**src/su0_pkg.sv**
```systemverilog
// su0_pkg: shared constants and types for the serial port zero uart
// assumes: one 40 MHz clock, synchronous special-function register port
package su0_pkg;

   // ----------------------------------------------------------------
   // register map
   // ----------------------------------------------------------------
   localparam logic [7:0] SU0_CONTROL_ADDR = 8'h98;  // serial_zero_control
   localparam logic [7:0] SU0_DATA_ADDR    = 8'h99;  // data buffer address
   localparam logic [7:0] SU0_CTRL_RESET   = 8'h00;  // control reset value
   localparam logic [7:0] SU0_DATA_RESET   = 8'h00;  // receive buffer reset
   localparam logic [7:0] SU0_UNMAPPED     = 8'h00;  // read of other address

   // ----------------------------------------------------------------
   // bit timing, in peripheral clocks
   // ----------------------------------------------------------------
   localparam int SU0_M0_PER_SLOW = 12;  // mode 0, third mode bit 0
   localparam int SU0_M0_PER_FAST = 4;   // mode 0, third mode bit 1
   localparam int SU0_M2_PER_SLOW = 64;  // mode 2, doubling bit 0
   localparam int SU0_M2_PER_FAST = 32;  // mode 2, doubling bit 1
   localparam int SU0_OVS         = 16;  // oversampling ticks per bit
   localparam logic [3:0] SU0_M0_LIM_SLOW = 4'(SU0_M0_PER_SLOW - 1);
   localparam logic [3:0] SU0_M0_LIM_FAST = 4'(SU0_M0_PER_FAST - 1);
   localparam logic [3:0] SU0_M0_HALF_SLOW = 4'(SU0_M0_PER_SLOW / 2);
   localparam logic [3:0] SU0_M0_HALF_FAST = 4'(SU0_M0_PER_FAST / 2);
   localparam logic [1:0] SU0_PRE_SLOW = 2'(SU0_M2_PER_SLOW / SU0_OVS - 1);
   localparam logic [1:0] SU0_PRE_FAST = 2'(SU0_M2_PER_FAST / SU0_OVS - 1);
   localparam logic [3:0] SU0_OVS_LAST = 4'(SU0_OVS - 1);  // end of bit
   localparam logic [3:0] SU0_OVS_MID  = 4'(SU0_OVS / 2 - 1);  // sample

   // ----------------------------------------------------------------
   // frame shape
   // ----------------------------------------------------------------
   localparam logic [3:0] SU0_M0_BITS    = 4'd8;   // sync transfer length
   localparam logic [3:0] SU0_FRAME_10   = 4'd10;  // mode 1 frame
   localparam logic [3:0] SU0_FRAME_11   = 4'd11;  // mode 2 and 3 frame
   localparam logic [3:0] SU0_RX_LASTBIT = 4'd9;   // stop or ninth bit slot

   // ----------------------------------------------------------------
   // types
   // ----------------------------------------------------------------
   typedef enum logic [1:0]
   {
      SU0_MODE0 = 2'b00,  // synchronous shift
      SU0_MODE1 = 2'b01,  // 8-bit async, timer rate
      SU0_MODE2 = 2'b10,  // 9-bit async, fixed rate
      SU0_MODE3 = 2'b11   // 9-bit async, timer rate
   } su0_mode_t;

   typedef enum logic [1:0]
   {
      SU0_IDLE  = 2'b00,  // nothing in progress
      SU0_SYNC  = 2'b01,  // mode 0 transfer
      SU0_ASYNC = 2'b10   // framed transfer
   } su0_st_t;

   // control register, bit 7 first
   typedef struct packed
   {
      logic mode_select_bit_high;  // bit 7
      logic mode_select_bit_mid;   // bit 6
      logic third_mode_bit;        // bit 5
      logic rx_enable;             // bit 4
      logic ninth_transmit_bit;    // bit 3
      logic ninth_received_bit;    // bit 2
      logic transmit_done_flag;    // bit 1
      logic receive_done_flag;     // bit 0
   } su0_ctrl_t;

endpackage

```
**src/su0_fifo.sv**
```systemverilog
// su0_fifo: small valid/ready queue for transmit bytes
// assumes: single clock, synchronous active-high reset
`timescale 1ns/100ps

module su0_fifo
#(
   parameter int WIDTH = 8,  // word width
   parameter int DEPTH = 8   // number of words
)
(
   input  wire logic             clock,      // system clock
   input  wire logic             rst,        // sync reset, high
   input  wire logic             in_valid,   // producer has a word
   output      logic             in_ready,   // room for a word
   input  wire logic [WIDTH-1:0] in_data,    // word in
   output      logic             out_valid,  // word available
   input  wire logic             out_ready,  // consumer takes word
   output      logic [WIDTH-1:0] out_data    // word out
);

   localparam int AW = $clog2(DEPTH);  // pointer width

   // ----------------------------------------------------------------
   // state
   // ----------------------------------------------------------------
   typedef struct packed
   {
      logic [DEPTH-1:0][WIDTH-1:0] mem;  // storage
      logic [AW-1:0]               wp;   // write pointer
      logic [AW-1:0]               rp;   // read pointer
      logic [AW:0]                 cnt;  // words held
   } su0_fifo_st_t;

   su0_fifo_st_t st_q;  // registered state
   su0_fifo_st_t st_d;  // next state
   logic         push;  // word accepted
   logic         pop;   // word taken

   // flags come from the count, so full and empty are exact
   assign in_ready  = (st_q.cnt != (AW+1)'(DEPTH));
   assign out_valid = (st_q.cnt != '0);
   assign out_data  = st_q.mem[st_q.rp];
   assign push      = in_valid && in_ready;
   assign pop       = out_valid && out_ready;

   // next-state logic: pointers wrap at depth
   always_comb
   begin
      st_d = st_q;
      if (push)
      begin
         st_d.mem[st_q.wp] = in_data;
         st_d.wp = (st_q.wp == AW'(DEPTH - 1)) ? '0 : st_q.wp + 1'b1;
      end
      if (pop)
      begin
         st_d.rp = (st_q.rp == AW'(DEPTH - 1)) ? '0 : st_q.rp + 1'b1;
      end
      st_d.cnt = st_q.cnt + (AW+1)'(push) - (AW+1)'(pop);
   end

   // state register
   always_ff @(posedge clock)
   begin
      if (rst)
      begin
         st_q <= '0;
      end
      else
      begin
         st_q <= st_d;
      end
   end

endmodule

```
**src/su0_uart.sv**
```systemverilog
// su0_uart: serial port zero, one sync shift mode and three async modes
// assumes: cpu special-function register port is synchronous to clock;
// timer overflow pulses and pin inputs are synchronous one-cycle signals
`timescale 1ns/100ps

module su0_uart
   import su0_pkg::*;
#(
   parameter int TX_DEPTH = 8  // transmit queue depth
)
(
   input  wire logic       clock,          // 40 MHz system clock
   input  wire logic       rst,            // sync reset, high
   input  wire logic       idle_mode,      // device idle, halts port
   input  wire logic [7:0] sfr_addr,       // register address
   input  wire logic       sfr_wr,         // register write strobe
   input  wire logic       sfr_rd,         // register read strobe
   input  wire logic [7:0] sfr_wdata,      // write data
   output      logic [7:0] sfr_rdata,      // read data, one cycle later
   input  wire logic       baud_doubling_bit, // rate doubling select
   input  wire logic       timer2_baud_sel,   // from timer_two_control
   input  wire logic       timer1_ovf,     // timer 1 overflow pulse
   input  wire logic       timer2_ovf,     // timer 2 overflow pulse
   output      logic       txd_out,        // transmit line or sync clock
   input  wire logic       rxd_in,         // receive pin level
   output      logic       rxd_out,        // receive pin drive, mode 0
   output      logic       rxd_oe,         // receive pin enable, mode 0
   output      logic       tx_queue_full   // transmit queue has no room
);

   // ----------------------------------------------------------------
   // state
   // ----------------------------------------------------------------
   typedef struct packed
   {
      su0_ctrl_t   ctrl;     // serial_zero_control
      logic [7:0]  rbuf;     // receive buffer
      logic [7:0]  rdata;    // read data out
      logic        txd;      // txd pin
      logic        rxo;      // rxd drive value
      logic        rxoe;     // rxd drive enable
      logic        full;     // queue full copy
      logic [1:0]  pre;      // mode 2 prescaler
      logic        t1half;   // timer 1 halving toggle
      logic        rxprev;   // rxd last cycle
      su0_st_t     tx_st;    // transmitter state
      logic [10:0] tx_sh;    // transmit shifter
      logic [3:0]  tx_cnt;   // transmit bit index
      logic [3:0]  tx_ph;    // transmit tick phase
      logic [3:0]  tx_len;   // transmit frame length
      su0_st_t     rx_st;    // receiver state
      logic [8:0]  rx_sh;    // receive shifter
      logic [3:0]  rx_cnt;   // receive bit index
      logic [3:0]  rx_ph;    // receive tick phase
      logic [3:0]  m0_cnt;   // mode 0 clock counter
   } su0_st_s_t;

   su0_st_s_t  st_q;       // registered state
   su0_st_s_t  st_d;       // next state
   logic       pclk_en;    // peripheral clock running
   su0_mode_t  mode;       // current mode
   logic       tick16;     // oversampling tick
   logic       data_wr;    // cpu write to data address
   logic       q_ready;    // queue accepts a byte
   logic       q_valid;    // queue holds a byte
   logic       q_pop;      // transmitter takes a byte
   logic [7:0] q_data;     // head byte
   logic [3:0] m0_lim;     // mode 0 last count
   logic [3:0] m0_half;    // mode 0 clock rise
   logic [8:0] rx_new;     // shifter with current sample

   // ----------------------------------------------------------------
   // transmit queue
   // ----------------------------------------------------------------
   assign data_wr = sfr_wr && (sfr_addr == SU0_DATA_ADDR);

   su0_fifo
   #(
      .WIDTH (8),
      .DEPTH (TX_DEPTH)
   )
   u_txq
   (
      .clock     (clock),
      .rst       (rst),
      .in_valid  (data_wr),
      .in_ready  (q_ready),
      .in_data   (sfr_wdata),
      .out_valid (q_valid),
      .out_ready (q_pop),
      .out_data  (q_data)
   );

   // ----------------------------------------------------------------
   // outputs straight from the state register
   // ----------------------------------------------------------------
   assign sfr_rdata     = st_q.rdata;
   assign txd_out       = st_q.txd;
   assign rxd_out       = st_q.rxo;
   assign rxd_oe        = st_q.rxoe;
   assign tx_queue_full = st_q.full;

   // ----------------------------------------------------------------
   // rate selection
   // ----------------------------------------------------------------
   assign pclk_en = !idle_mode;
   assign mode    = su0_mode_t'({st_q.ctrl.mode_select_bit_high,
                                 st_q.ctrl.mode_select_bit_mid});
   assign m0_lim  = st_q.ctrl.third_mode_bit ? SU0_M0_LIM_FAST
                                             : SU0_M0_LIM_SLOW;
   assign m0_half = st_q.ctrl.third_mode_bit ? SU0_M0_HALF_FAST
                                             : SU0_M0_HALF_SLOW;
   assign rx_new  = {rxd_in, st_q.rx_sh[8:1]};

   // oversampling tick: fixed divider in mode 2, timers in 1 and 3
   always_comb
   begin
      tick16 = 1'b0;
      if (pclk_en)
      begin
         unique case (mode)
            SU0_MODE2:  // fixed rate
            begin
               tick16 = (st_q.pre == (baud_doubling_bit ? SU0_PRE_FAST
                                                       : SU0_PRE_SLOW));
            end
            SU0_MODE1, SU0_MODE3:  // timer rate
            begin
               if (timer2_baud_sel)
               begin
                  tick16 = timer2_ovf;
               end
               else
               begin
                  tick16 = timer1_ovf && (baud_doubling_bit
                                          || st_q.t1half);
               end
            end
            SU0_MODE0:  // sync mode uses its own counter
            begin
               tick16 = 1'b0;
            end
         endcase
      end
   end

   // transmitter takes a byte only when idle and the clock runs
   assign q_pop = pclk_en && q_valid && (st_q.tx_st == SU0_IDLE)
                  && (st_q.rx_st != SU0_SYNC);

   // ----------------------------------------------------------------
   // next-state logic
   // ----------------------------------------------------------------
   always_comb
   begin
      st_d        = st_q;
      st_d.full   = !q_ready;
      st_d.rxprev = rxd_in;

      // cpu write; hardware flag sets below win over a clear
      if (sfr_wr && (sfr_addr == SU0_CONTROL_ADDR))
      begin
         st_d.ctrl = su0_ctrl_t'(sfr_wdata);
      end

      // cpu read; receive buffer read does not touch transmit side
      if (sfr_rd)
      begin
         unique case (sfr_addr)
            SU0_CONTROL_ADDR: st_d.rdata = st_q.ctrl;
            SU0_DATA_ADDR:    st_d.rdata = st_q.rbuf;
            default:          st_d.rdata = SU0_UNMAPPED;
         endcase
      end

      // prescalers run only on the peripheral clock
      if (pclk_en)
      begin
         st_d.pre = tick16 ? 2'b00 : st_q.pre + 2'b01;
         if (timer1_ovf)
         begin
            st_d.t1half = !st_q.t1half;
         end
      end

      // ---------------- transmitter ----------------
      if (q_pop)
      begin
         st_d.tx_cnt = '0;
         st_d.tx_ph  = '0;
         st_d.m0_cnt = '0;
         // restart the fixed divider so the start bit gets a full period;
         // a receiver mid-frame only sees one tick moved by a few clocks
         st_d.pre    = '0;
         if (mode == SU0_MODE0)
         begin
            st_d.tx_st = SU0_SYNC;
            st_d.tx_sh = {3'b111, q_data};
         end
         else
         begin
            st_d.tx_st = SU0_ASYNC;
            // stop, ninth, data, start
            st_d.tx_sh = {1'b1, (mode == SU0_MODE1) ? 1'b1
                          : st_q.ctrl.ninth_transmit_bit,
                          q_data, 1'b0};
            st_d.tx_len = (mode == SU0_MODE1) ? SU0_FRAME_10
                                              : SU0_FRAME_11;
         end
      end
      else if (pclk_en)
      begin
         unique case (st_q.tx_st)
            SU0_IDLE:  // line rests high
            begin
               st_d.txd  = 1'b1;
               st_d.rxoe = 1'b0;
            end
            SU0_SYNC:  // shift out on rxd, clock on txd
            begin
               st_d.rxoe   = 1'b1;
               st_d.rxo    = st_q.tx_sh[0];
               st_d.txd    = (st_q.m0_cnt >= m0_half);
               st_d.m0_cnt = st_q.m0_cnt + 4'd1;
               if (st_q.m0_cnt == m0_lim)
               begin
                  st_d.m0_cnt = '0;
                  st_d.tx_sh  = {1'b1, st_q.tx_sh[10:1]};
                  st_d.tx_cnt = st_q.tx_cnt + 4'd1;
                  if (st_q.tx_cnt == SU0_M0_BITS - 4'd1)
                  begin
                     st_d.tx_st = SU0_IDLE;
                     st_d.ctrl.transmit_done_flag = 1'b1;
                  end
               end
            end
            SU0_ASYNC:  // framed send, 16 ticks a bit
            begin
               st_d.txd = st_q.tx_sh[0];
               if (tick16)
               begin
                  st_d.tx_ph = st_q.tx_ph + 4'd1;
                  if (st_q.tx_ph == SU0_OVS_LAST)
                  begin
                     st_d.tx_sh  = {1'b1, st_q.tx_sh[10:1]};
                     st_d.tx_cnt = st_q.tx_cnt + 4'd1;
                     // end of last data bit, stop bit follows
                     if (st_q.tx_cnt == st_q.tx_len - 4'd2)
                     begin
                        st_d.ctrl.transmit_done_flag = 1'b1;
                     end
                     if (st_q.tx_cnt == st_q.tx_len - 4'd1)
                     begin
                        st_d.tx_st = SU0_IDLE;  // stop bit done
                     end
                  end
               end
            end
            default:  // unused code returns to idle
            begin
               st_d.tx_st = SU0_IDLE;
            end
         endcase
      end

      // ---------------- receiver ----------------
      if (!st_q.ctrl.rx_enable)
      begin
         st_d.rx_st = SU0_IDLE;  // shift register disabled
      end
      else if (pclk_en)
      begin
         unique case (st_q.rx_st)
            SU0_IDLE:  // wait for start condition
            begin
               st_d.rx_cnt = '0;
               st_d.rx_ph  = '0;
               if (mode == SU0_MODE0)
               begin
                  // enable with flag clear starts a sync receive
                  if (!st_q.ctrl.receive_done_flag
                      && (st_q.tx_st == SU0_IDLE) && !q_valid)
                  begin
                     st_d.rx_st  = SU0_SYNC;
                     st_d.m0_cnt = '0;
                  end
               end
               else if (st_q.rxprev && !rxd_in)
               begin
                  st_d.rx_st = SU0_ASYNC;  // falling edge
               end
            end
            SU0_SYNC:  // clock out on txd, sample rxd on rise
            begin
               st_d.txd    = (st_q.m0_cnt >= m0_half);
               st_d.m0_cnt = st_q.m0_cnt + 4'd1;
               if (st_q.m0_cnt == m0_half)
               begin
                  st_d.rx_sh = rx_new;
               end
               if (st_q.m0_cnt == m0_lim)
               begin
                  st_d.m0_cnt = '0;
                  st_d.rx_cnt = st_q.rx_cnt + 4'd1;
                  if (st_q.rx_cnt == SU0_M0_BITS - 4'd1)
                  begin
                     st_d.rx_st = SU0_IDLE;
                     st_d.rbuf  = st_q.rx_sh[8:1];
                     st_d.ctrl.receive_done_flag = 1'b1;
                  end
               end
            end
            SU0_ASYNC:  // 16 ticks a bit, sample mid-bit
            begin
               if (tick16)
               begin
                  st_d.rx_ph = st_q.rx_ph + 4'd1;
                  if (st_q.rx_ph == SU0_OVS_MID)
                  begin
                     if (st_q.rx_cnt == '0)
                     begin
                        if (rxd_in)
                        begin
                           st_d.rx_st = SU0_IDLE;  // false start
                        end
                     end
                     else
                     begin
                        st_d.rx_sh = rx_new;
                        if (st_q.rx_cnt == SU0_RX_LASTBIT)
                        begin
                           st_d.rx_st = SU0_IDLE;
                           // stop bit (mode 1) or ninth bit
                           if (!st_q.ctrl.receive_done_flag
                               && (!st_q.ctrl.third_mode_bit
                                   || rx_new[8]))
                           begin
                              st_d.rbuf = rx_new[7:0];
                              st_d.ctrl.ninth_received_bit
                                 = rx_new[8];
                              st_d.ctrl.receive_done_flag
                                 = 1'b1;
                           end
                        end
                     end
                  end
                  if (st_q.rx_ph == SU0_OVS_LAST)
                  begin
                     st_d.rx_cnt = st_q.rx_cnt + 4'd1;
                  end
               end
            end
            default:  // unused code returns to idle
            begin
               st_d.rx_st = SU0_IDLE;
            end
         endcase
      end
   end

   // ----------------------------------------------------------------
   // state register
   // ----------------------------------------------------------------
   always_ff @(posedge clock)
   begin
      if (rst)
      begin
         st_q        <= '0;
         st_q.ctrl   <= su0_ctrl_t'(SU0_CTRL_RESET);
         st_q.rbuf   <= SU0_DATA_RESET;
         st_q.txd    <= 1'b1;
         st_q.rxo    <= 1'b1;
         st_q.rxprev <= 1'b1;
         st_q.tx_st  <= SU0_IDLE;
         st_q.rx_st  <= SU0_IDLE;
      end
      else
      begin
         st_q <= st_d;
      end
   end

endmodule

```
**config.mk**
```make
export PLATFORM = sky130hd
export DESIGN_NAME = su0_uart
export DESIGN_NICKNAME = d
export VERILOG_FILES = /design/src/su0_pkg.sv /design/src/su0_fifo.sv /design/src/su0_uart.sv
export SDC_FILE = /design/constraint.sdc
export NUM_CORES = 1
export LEC_CHECK = 0
export BUFFER_PORTS_ARGS = -buffer_cell sky130_fd_sc_hd__buf_2
export CAP_MARGIN = 20
export CORE_MARGIN = 5
export CORE_UTILIZATION = 45
export DETAILED_ROUTE_END_ITERATION = 10
export HOLD_SLACK_MARGIN = 0.02
export PLACE_DENSITY = 0.74
export SLEW_MARGIN = 5
export SYNTH_ARGS = -nofsm -noshare
export SYNTH_HDL_FRONTEND = slang
export SYNTH_SLANG_ARGS = --single-unit
export TNS_END_PERCENT = 1
```
**constraint.sdc**
```tcl
create_clock -name clock -period 2.8 [get_ports clock]
set_clock_uncertainty 0.2 [all_clocks]
set_input_delay 0.14 -clock clock [delete_from_list [all_inputs] [get_ports clock]]
set_output_delay 0.14 -clock clock [all_outputs]
set_load 0.005 [all_outputs]
```
### Word-level counts from Yosys, hierarchy flattened

Index checks and enable logic that the tools add are counted.

| storage, ports and cells | value |
|---|---|
| register bits after elaboration | 154 |
| latch bits | 0 |
| memory bits (writable) | 0 |
| bits in read-only memories | 0 |
| input port bits | 26 |
| output and inout bits | 12 |
| memories | 0 |

| operators by class | value |
|---|---|
| add/sub/neg operators | 12 |
| multiply operators | 0 |
| divide/modulo/power cells | 0 |
| magnitude comparators | 4 |
| eq/ne operators | 47 |
| shift operators | 0 |
| multiplexer cells | 90 |
| bitwise gates (word level) | 4 |
| reductions and logical operators | 49 |

Operator list:

| operator | number |
|---|---|
| 2-to-1 mux 9 bit | 11 |
| bitwise mux 64 bit | 1 |
| 2-to-1 mux 21 bit | 3 |
| 2-to-1 mux 4 bit | 12 |
| case mux 9 bit (2 select lines) | 2 |
| 2-to-1 mux 17 bit | 2 |
| case mux 15 bit (2 select lines) | 1 |
| binary-select mux 8 bit (select 3 bit) | 1 |
| demux 8 bit (select 3 bit) | 1 |
| 2-to-1 mux 2 bit | 12 |
| inequality test 2 bit, second input constant | 12 |
| 2-to-1 mux 1 bit | 23 |
| adder 4 x 1 -> 4 bit, second input constant | 5 |
| 2-to-1 mux 19 bit | 1 |
| 2-to-1 mux 3 bit | 6 |
| == test 8 bit, second input constant | 2 |
| 2-to-1 mux 8 bit | 2 |
| case mux 4 bit (2 select lines) | 2 |
| case mux 8 bit (2 select lines) | 1 |
| inequality test 3 x 2 -> 1 bit, second input constant | 5 |
| AND reduction 7 bit | 2 |
| logical AND 1 bit | 13 |
| 2-to-1 mux 13 bit | 1 |
| == test 4 x 3 -> 1 bit, second input constant | 3 |
| 40 further kinds | 82 |

### Longest topological paths before layout

| logic depth | value |
|---|---|
| depth after elaboration | 11 |
| depth in mapped cells | 14 |

### Cells and area by module

Synthesis repeated with hierarchy kept, for this count alone.

| second synthesis, totals | value |
|---|---|
| cells, all modules | 846 |
| area total of the unflattened synthesis | 7,985.2 um^2 |

Modules (own cells, without submodules):

| module | instances | cells each | area an instance (um^2) | sequential area each (um^2) |
|---|---|---|---|---|
| su0_uart | 1 | 517 | 4,241.6 | 1,541.5 |
| su0_fifo | 1 | 329 | 3,743.6 | 1,481.4 |

### Worst setup path before layout

Ideal clock, no wire load.

| path | value |
|---|---|
| path type | flip-flop to flip-flop |
| start point | reg st_q[22] (netlist bit) |
| end point | reg u_txq.st_q[2] (netlist bit) |
| setup time | 0.128 ns |
| data arrival time | 2.672 ns |
| required time | 2.472 ns |
| setup slack | -0.199 ns |
| stages on the path, launching flop included | 15 |
| clock period less this slack | 2.999 ns |
| path through | dfxtp_1 inv_1 ha_1 buf_6 or4_1 buf_2 clkinv_2 buf_2 ha_1 inv_1 ha_1 inv_1 fa_1 xor2_1 nor2_1 |

| on the way | value |
|---|---|
| cells in the longest elaborated chain, start to end | 4 |

RTL lines:

| item | RTL line | text |
|---|---|---|
| start: declaration | su0_uart.sv:58 | `su0_st_s_t st_q;` |
| start signal: assignment | su0_uart.sv:379 | `st_q <= st_d;` |
| inequality test 2 x 1 -> 1 bit | su0_uart.sv:149 | `&& (st_q.rx_st != SU0_SYNC);` |
| logical AND 1 bit | su0_uart.sv:149 |  |
| logical AND 1 bit | su0_fifo.sv:44 | `assign pop = out_valid && out_ready;` |
| named net u_txq.pop | su0_fifo.sv:37 | `logic pop;` |
| subtractor 4 x 1 -> 4 bit | su0_fifo.sv:59 | `st_d.cnt = st_q.cnt + (AW+1)'(push) - (AW+1)'(pop);` |
| end signal: assignment | su0_fifo.sv:71 | `st_q <= st_d;` |
| end: declaration | su0_fifo.sv:34 | `su0_fifo_st_t st_q;` |

The timed path passes the listed nets, and every way through them passes these cells.
A chain may end at the register's enable or synchronous reset.

### Final worst setup path

| path | value |
|---|---|
| start point | reg st_q[47] (netlist bit) |
| end point | reg st_q[40] (netlist bit) |

| on the way | value |
|---|---|
| cells in the longest elaborated chain, start to end | 5 |
| elaborated cells between the ends (all ways) | 14 |
| classes of those cells | eq/ne: 6; mux: 3; reduce/logical: 5 |

RTL lines:

| item | RTL line | text |
|---|---|---|
| logical NOT 2 bit | su0_uart.sv:148 | `assign q_pop = pclk_en && q_valid && (st_q.tx_st == SU0_IDLE)` |
| logical AND 1 bit | su0_uart.sv:148 |  |
| logical AND 1 bit | su0_uart.sv:149 |  |
| inequality test 3 x 2 -> 1 bit (no line) (tied with other cells) | -- |  |
| AND reduction 5 bit (no line) | -- |  |

Several ways; a longest one is shown, not always the timed one. The select of a mux whose other input is x is not followed.

==> impl_metrics.env <==
export IMPL_startpoint_type="flip-flop"
export IMPL_setup_violations=0
export IMPL_antenna_found_initial=0
export IMPL_holdCritPathClass="input port to flip-flop"
export IMPL_powerDensity_nw_per_um2=663
export IMPL_cts_sinks=151
export IMPL_power_frac_clock=0.393
export IMPL_switching_power_w=0.00164
export IMPL_syn_area_um2=7480
export IMPL_rsz0062_at_grt="false"
export IMPL_worstPathCellList="inv_1, ha_2, inv_1, or4_4, clkinv_4, buf_4, nor2_2, and3_1, a221oi_1, nor3_1"
export IMPL_synth_largest_area_cell="dfxtp_1"
export IMPL_drt_wl_total_mm=16.9
export IMPL_status="complete, no violations"
export IMPL_grt_first_pass_wirelength_mm=28.6
export IMPL_tightest_slew_ps=832
export IMPL_routedWlPerCell_um=16.1
export IMPL_synth_most_common_cell="dfxtp_1"
export IMPL_start_util=0.454
export IMPL_crit_path_max_fanout=16
export IMPL_layout_nets=874
export IMPL_numCtsBuffers=17
export IMPL_place_congestion=0.883
export IMPL_ys_ff_latch=151
export IMPL_drc=0
export IMPL_die_x_um=139
export IMPL_drt_iter0_drc=459
export IMPL_fin_crit_ps=2680
export IMPL_clkTransAtPathRegs_ps=70
export IMPL_synth_cell_type_count=72
export IMPL_criticalPathCategory="flip-flop to flip-flop"
export IMPL_async_flop_share=0
export IMPL_required_ps=2890
export IMPL_r2r_start="st_q[47]"
export IMPL_port_buffers=37
export IMPL_grt_max_degree=52
export IMPL_syn_nets=842
export IMPL_clk_latency_ps=430
export IMPL_drt_pass1_iterations=5
export IMPL_stdcell_area_um2=8520
export IMPL_grt_pass1_vias=5644
export IMPL_avgSynthCellArea_um2=9.51
export IMPL_endpoint="st_q[40]"
export IMPL_cap_violations=0
export IMPL_ys_warn_count=0
export IMPL_num_vias=5773
export IMPL_area_delta_synth_final_pct=14.0
export IMPL_synth_edff_count=0
export IMPL_reg2reg_setup_slack_ps=120
export IMPL_worstSetupEndpointType="flip-flop"
export IMPL_synth_top_cell_area_share=0.404
export IMPL_cts_max_level=4
export IMPL_post_place_ws_ps=171
export IMPL_dpl_cell_area_um2=7820
export IMPL_fmax_ghz=0.374
export IMPL_synth_commonest_cells="dfxtp_1 (151), nor2_1 (131), mux2i_1 (97), nand2_1 (34), a21oi_1 (33)"
export IMPL_p_sw_frac=0.291
export IMPL_setup_ws_ps=123
export IMPL_antennaDiodeCount=0
export IMPL_cp_startpoint="st_q[47]"
export IMPL_power_leakage_nw=3.44
export IMPL_maxSlewViolCount=0
export IMPL_path_common_cell="inv_1"
export IMPL_intPower_w=0.00401
export IMPL_die_area_um2=19300
export IMPL_p_seq_frac=0.421
export IMPL_post_cts_buffers=0
export IMPL_pwr_share_comb=0.187
export IMPL_antenna_left=0
export IMPL_ys_seq_area_frac=0.404
export IMPL_synth_ff_type="dfxtp_1"
export IMPL_hold_viol=0
export IMPL_drive_gt1_frac=0.166
export IMPL_core_um2=16500
export IMPL_cts_root_buf="clkbuf_16"
export IMPL_crit_arrival_ps=2770
export IMPL_grt_usage=0.179
export IMPL_syn_inst=786
export IMPL_die_y_um=139
export IMPL_cpMaxStageDelayCell="or4_4"
export IMPL_ir_drop_uv=471
export IMPL_reg2reg_depth=10
export IMPL_fill_cells=1495
export IMPL_slew_headroom=0.435
export IMPL_overflow=0
export IMPL_dp_hpwl_mm=11.5
export IMPL_vias_per_cell=5.50
export IMPL_num_rows=47
export IMPL_cts_buffer_depth=2
export IMPL_synth_area_leaders="dfxtp_1 (40%), mux2i_1 (13%), nor2_1 (6.6%)"
export IMPL_r2r_end="st_q[40]"
export IMPL_io_pins=38
export IMPL_cts_tree="yes"
export IMPL_slowest_delay_ps=500
export IMPL_period_share=0.956
==> registers in the layout, indices dropped and copies added, names as in the netlist <==
name           flops
mode               2
rx_new             8
rxd_oe             1
rxd_out            1
sfr_rdata          8
st_q              55
tx_queue_full      1
txd_out            1
u_txq.st_q        74
==> cells in the final DEF (no fill, tap or decap), types with 17 or more instances in the layout <==
cell,count
buf_2,36
clkbuf_16,17
nand3_1,17
nor3_1,20
buf_4,24
mux2i_1,97
inv_1,25
nand2_1,34
nor2_1,131
ha_1,28
a21oi_1,33
dfxtp_1,150
==> what timing repair did <==
action | in CTS | in global routing
hold endpoints to repair | 96 | 0
endpoints found under the setup margin | 0 | 2
hold buffers | 13 | 0
resized for setup | 0 | 2
==> cell families after synthesis <==
kind of cell | share of synthesized area
simple gates | 0.176
flops | 0.404
mux | 0.184
compound gates | 0.109
buf+inv | 0.0574
fa+ha+maj | 0.0512
xor+xnor | 0.0176
==> worst min path at each step <==
stage | end | slack, ps | cells past startpoint | start
after floorplan | st_q[48] | 50 | 1 | rxd_in
after global placement | st_q[48] | 240 | 2 | rxd_in
after detailed placement | u_txq.st_q[18] | 240 | 2 | u_txq.st_q[18]
after CTS | st_q[50] | 50 | 4 | idle_mode
after global routing | sfr_rdata[2] | 120 | 4 | sfr_addr[0]
final | sfr_rdata[4] | 80 | 4 | sfr_addr[0]
==> power groups by stage <==
stage | clock, W | sequential, W | combinational [W]
final | 0.00222 | 0.00238 | 0.00105
after global routing | 0.00235 | 0.00239 | 0.00117
after CTS | 0.00225 | 0.00237 | 0.00105
after detailed placement | 0 | 0.00242 | 0.00103
after global placement | 0 | 0.00242 | 0.00100
after floorplan | 0 | 0.00239 | 0.000831
==> critical path: cells and delay by family (launching register included) <==
| kind | cells | cell delay [ps] |
|---|---|---|
| AND/OR/NAND/NOR | 4 | 980 |
| flip-flops | 1 | 350 |
| buffers and inverters | 4 | 430 |
| AO/OA/AOI/OAI | 1 | 360 |
| adder cells (fa/ha/maj) | 1 | 200 |
==> routing by layer <==
metal,routed length [µm],GRT usage,share of wire,up-vias
met5,0,0,0,-
met4,310,0.0623,0.018,0
met3,912,0.0310,0.054,28
met2,7890,0.288,0.47,149
met1,7790,0.243,0.46,2762
li1,-,-,-,2834
==> through the flow <==
| stage | instances | util | setup TNS [ps] | power (W) | hold WS (ps) |
|---|---|---|---|---|---|
| 2_1_floorplan | 786 | - | -66.6 | 0.00322 | 46.6 |
| 3_3_place_gp | 1006 | 0.475 | 0 | 0.00342 | 237 |
| 3_5_place_dp | 1006 | 0.475 | 0 | 0.00345 | 243 |
| 4_1_cts | 1050 | 0.517 | 0 | 0.00568 | 55.0 |
| 5_1_grt | 1050 | 0.518 | 0 | 0.00591 | 115 |
| 6_report | 1050 | 0.518 | 0 | 0.00565 | 75.4 |
==> area by class of cell <==
type	instances	area, µm²	share of cell area
clock buffer	19	453	0.0531
clock inverter	12	116	0.0137
inverter	26	103	0.0120
multi-input combinational	548	4040	0.474
sequential	151	3020	0.355
tap	220	275	0.0323
timing repair buffer	74	510	0.0599
(Power assumes the default switching activity.)
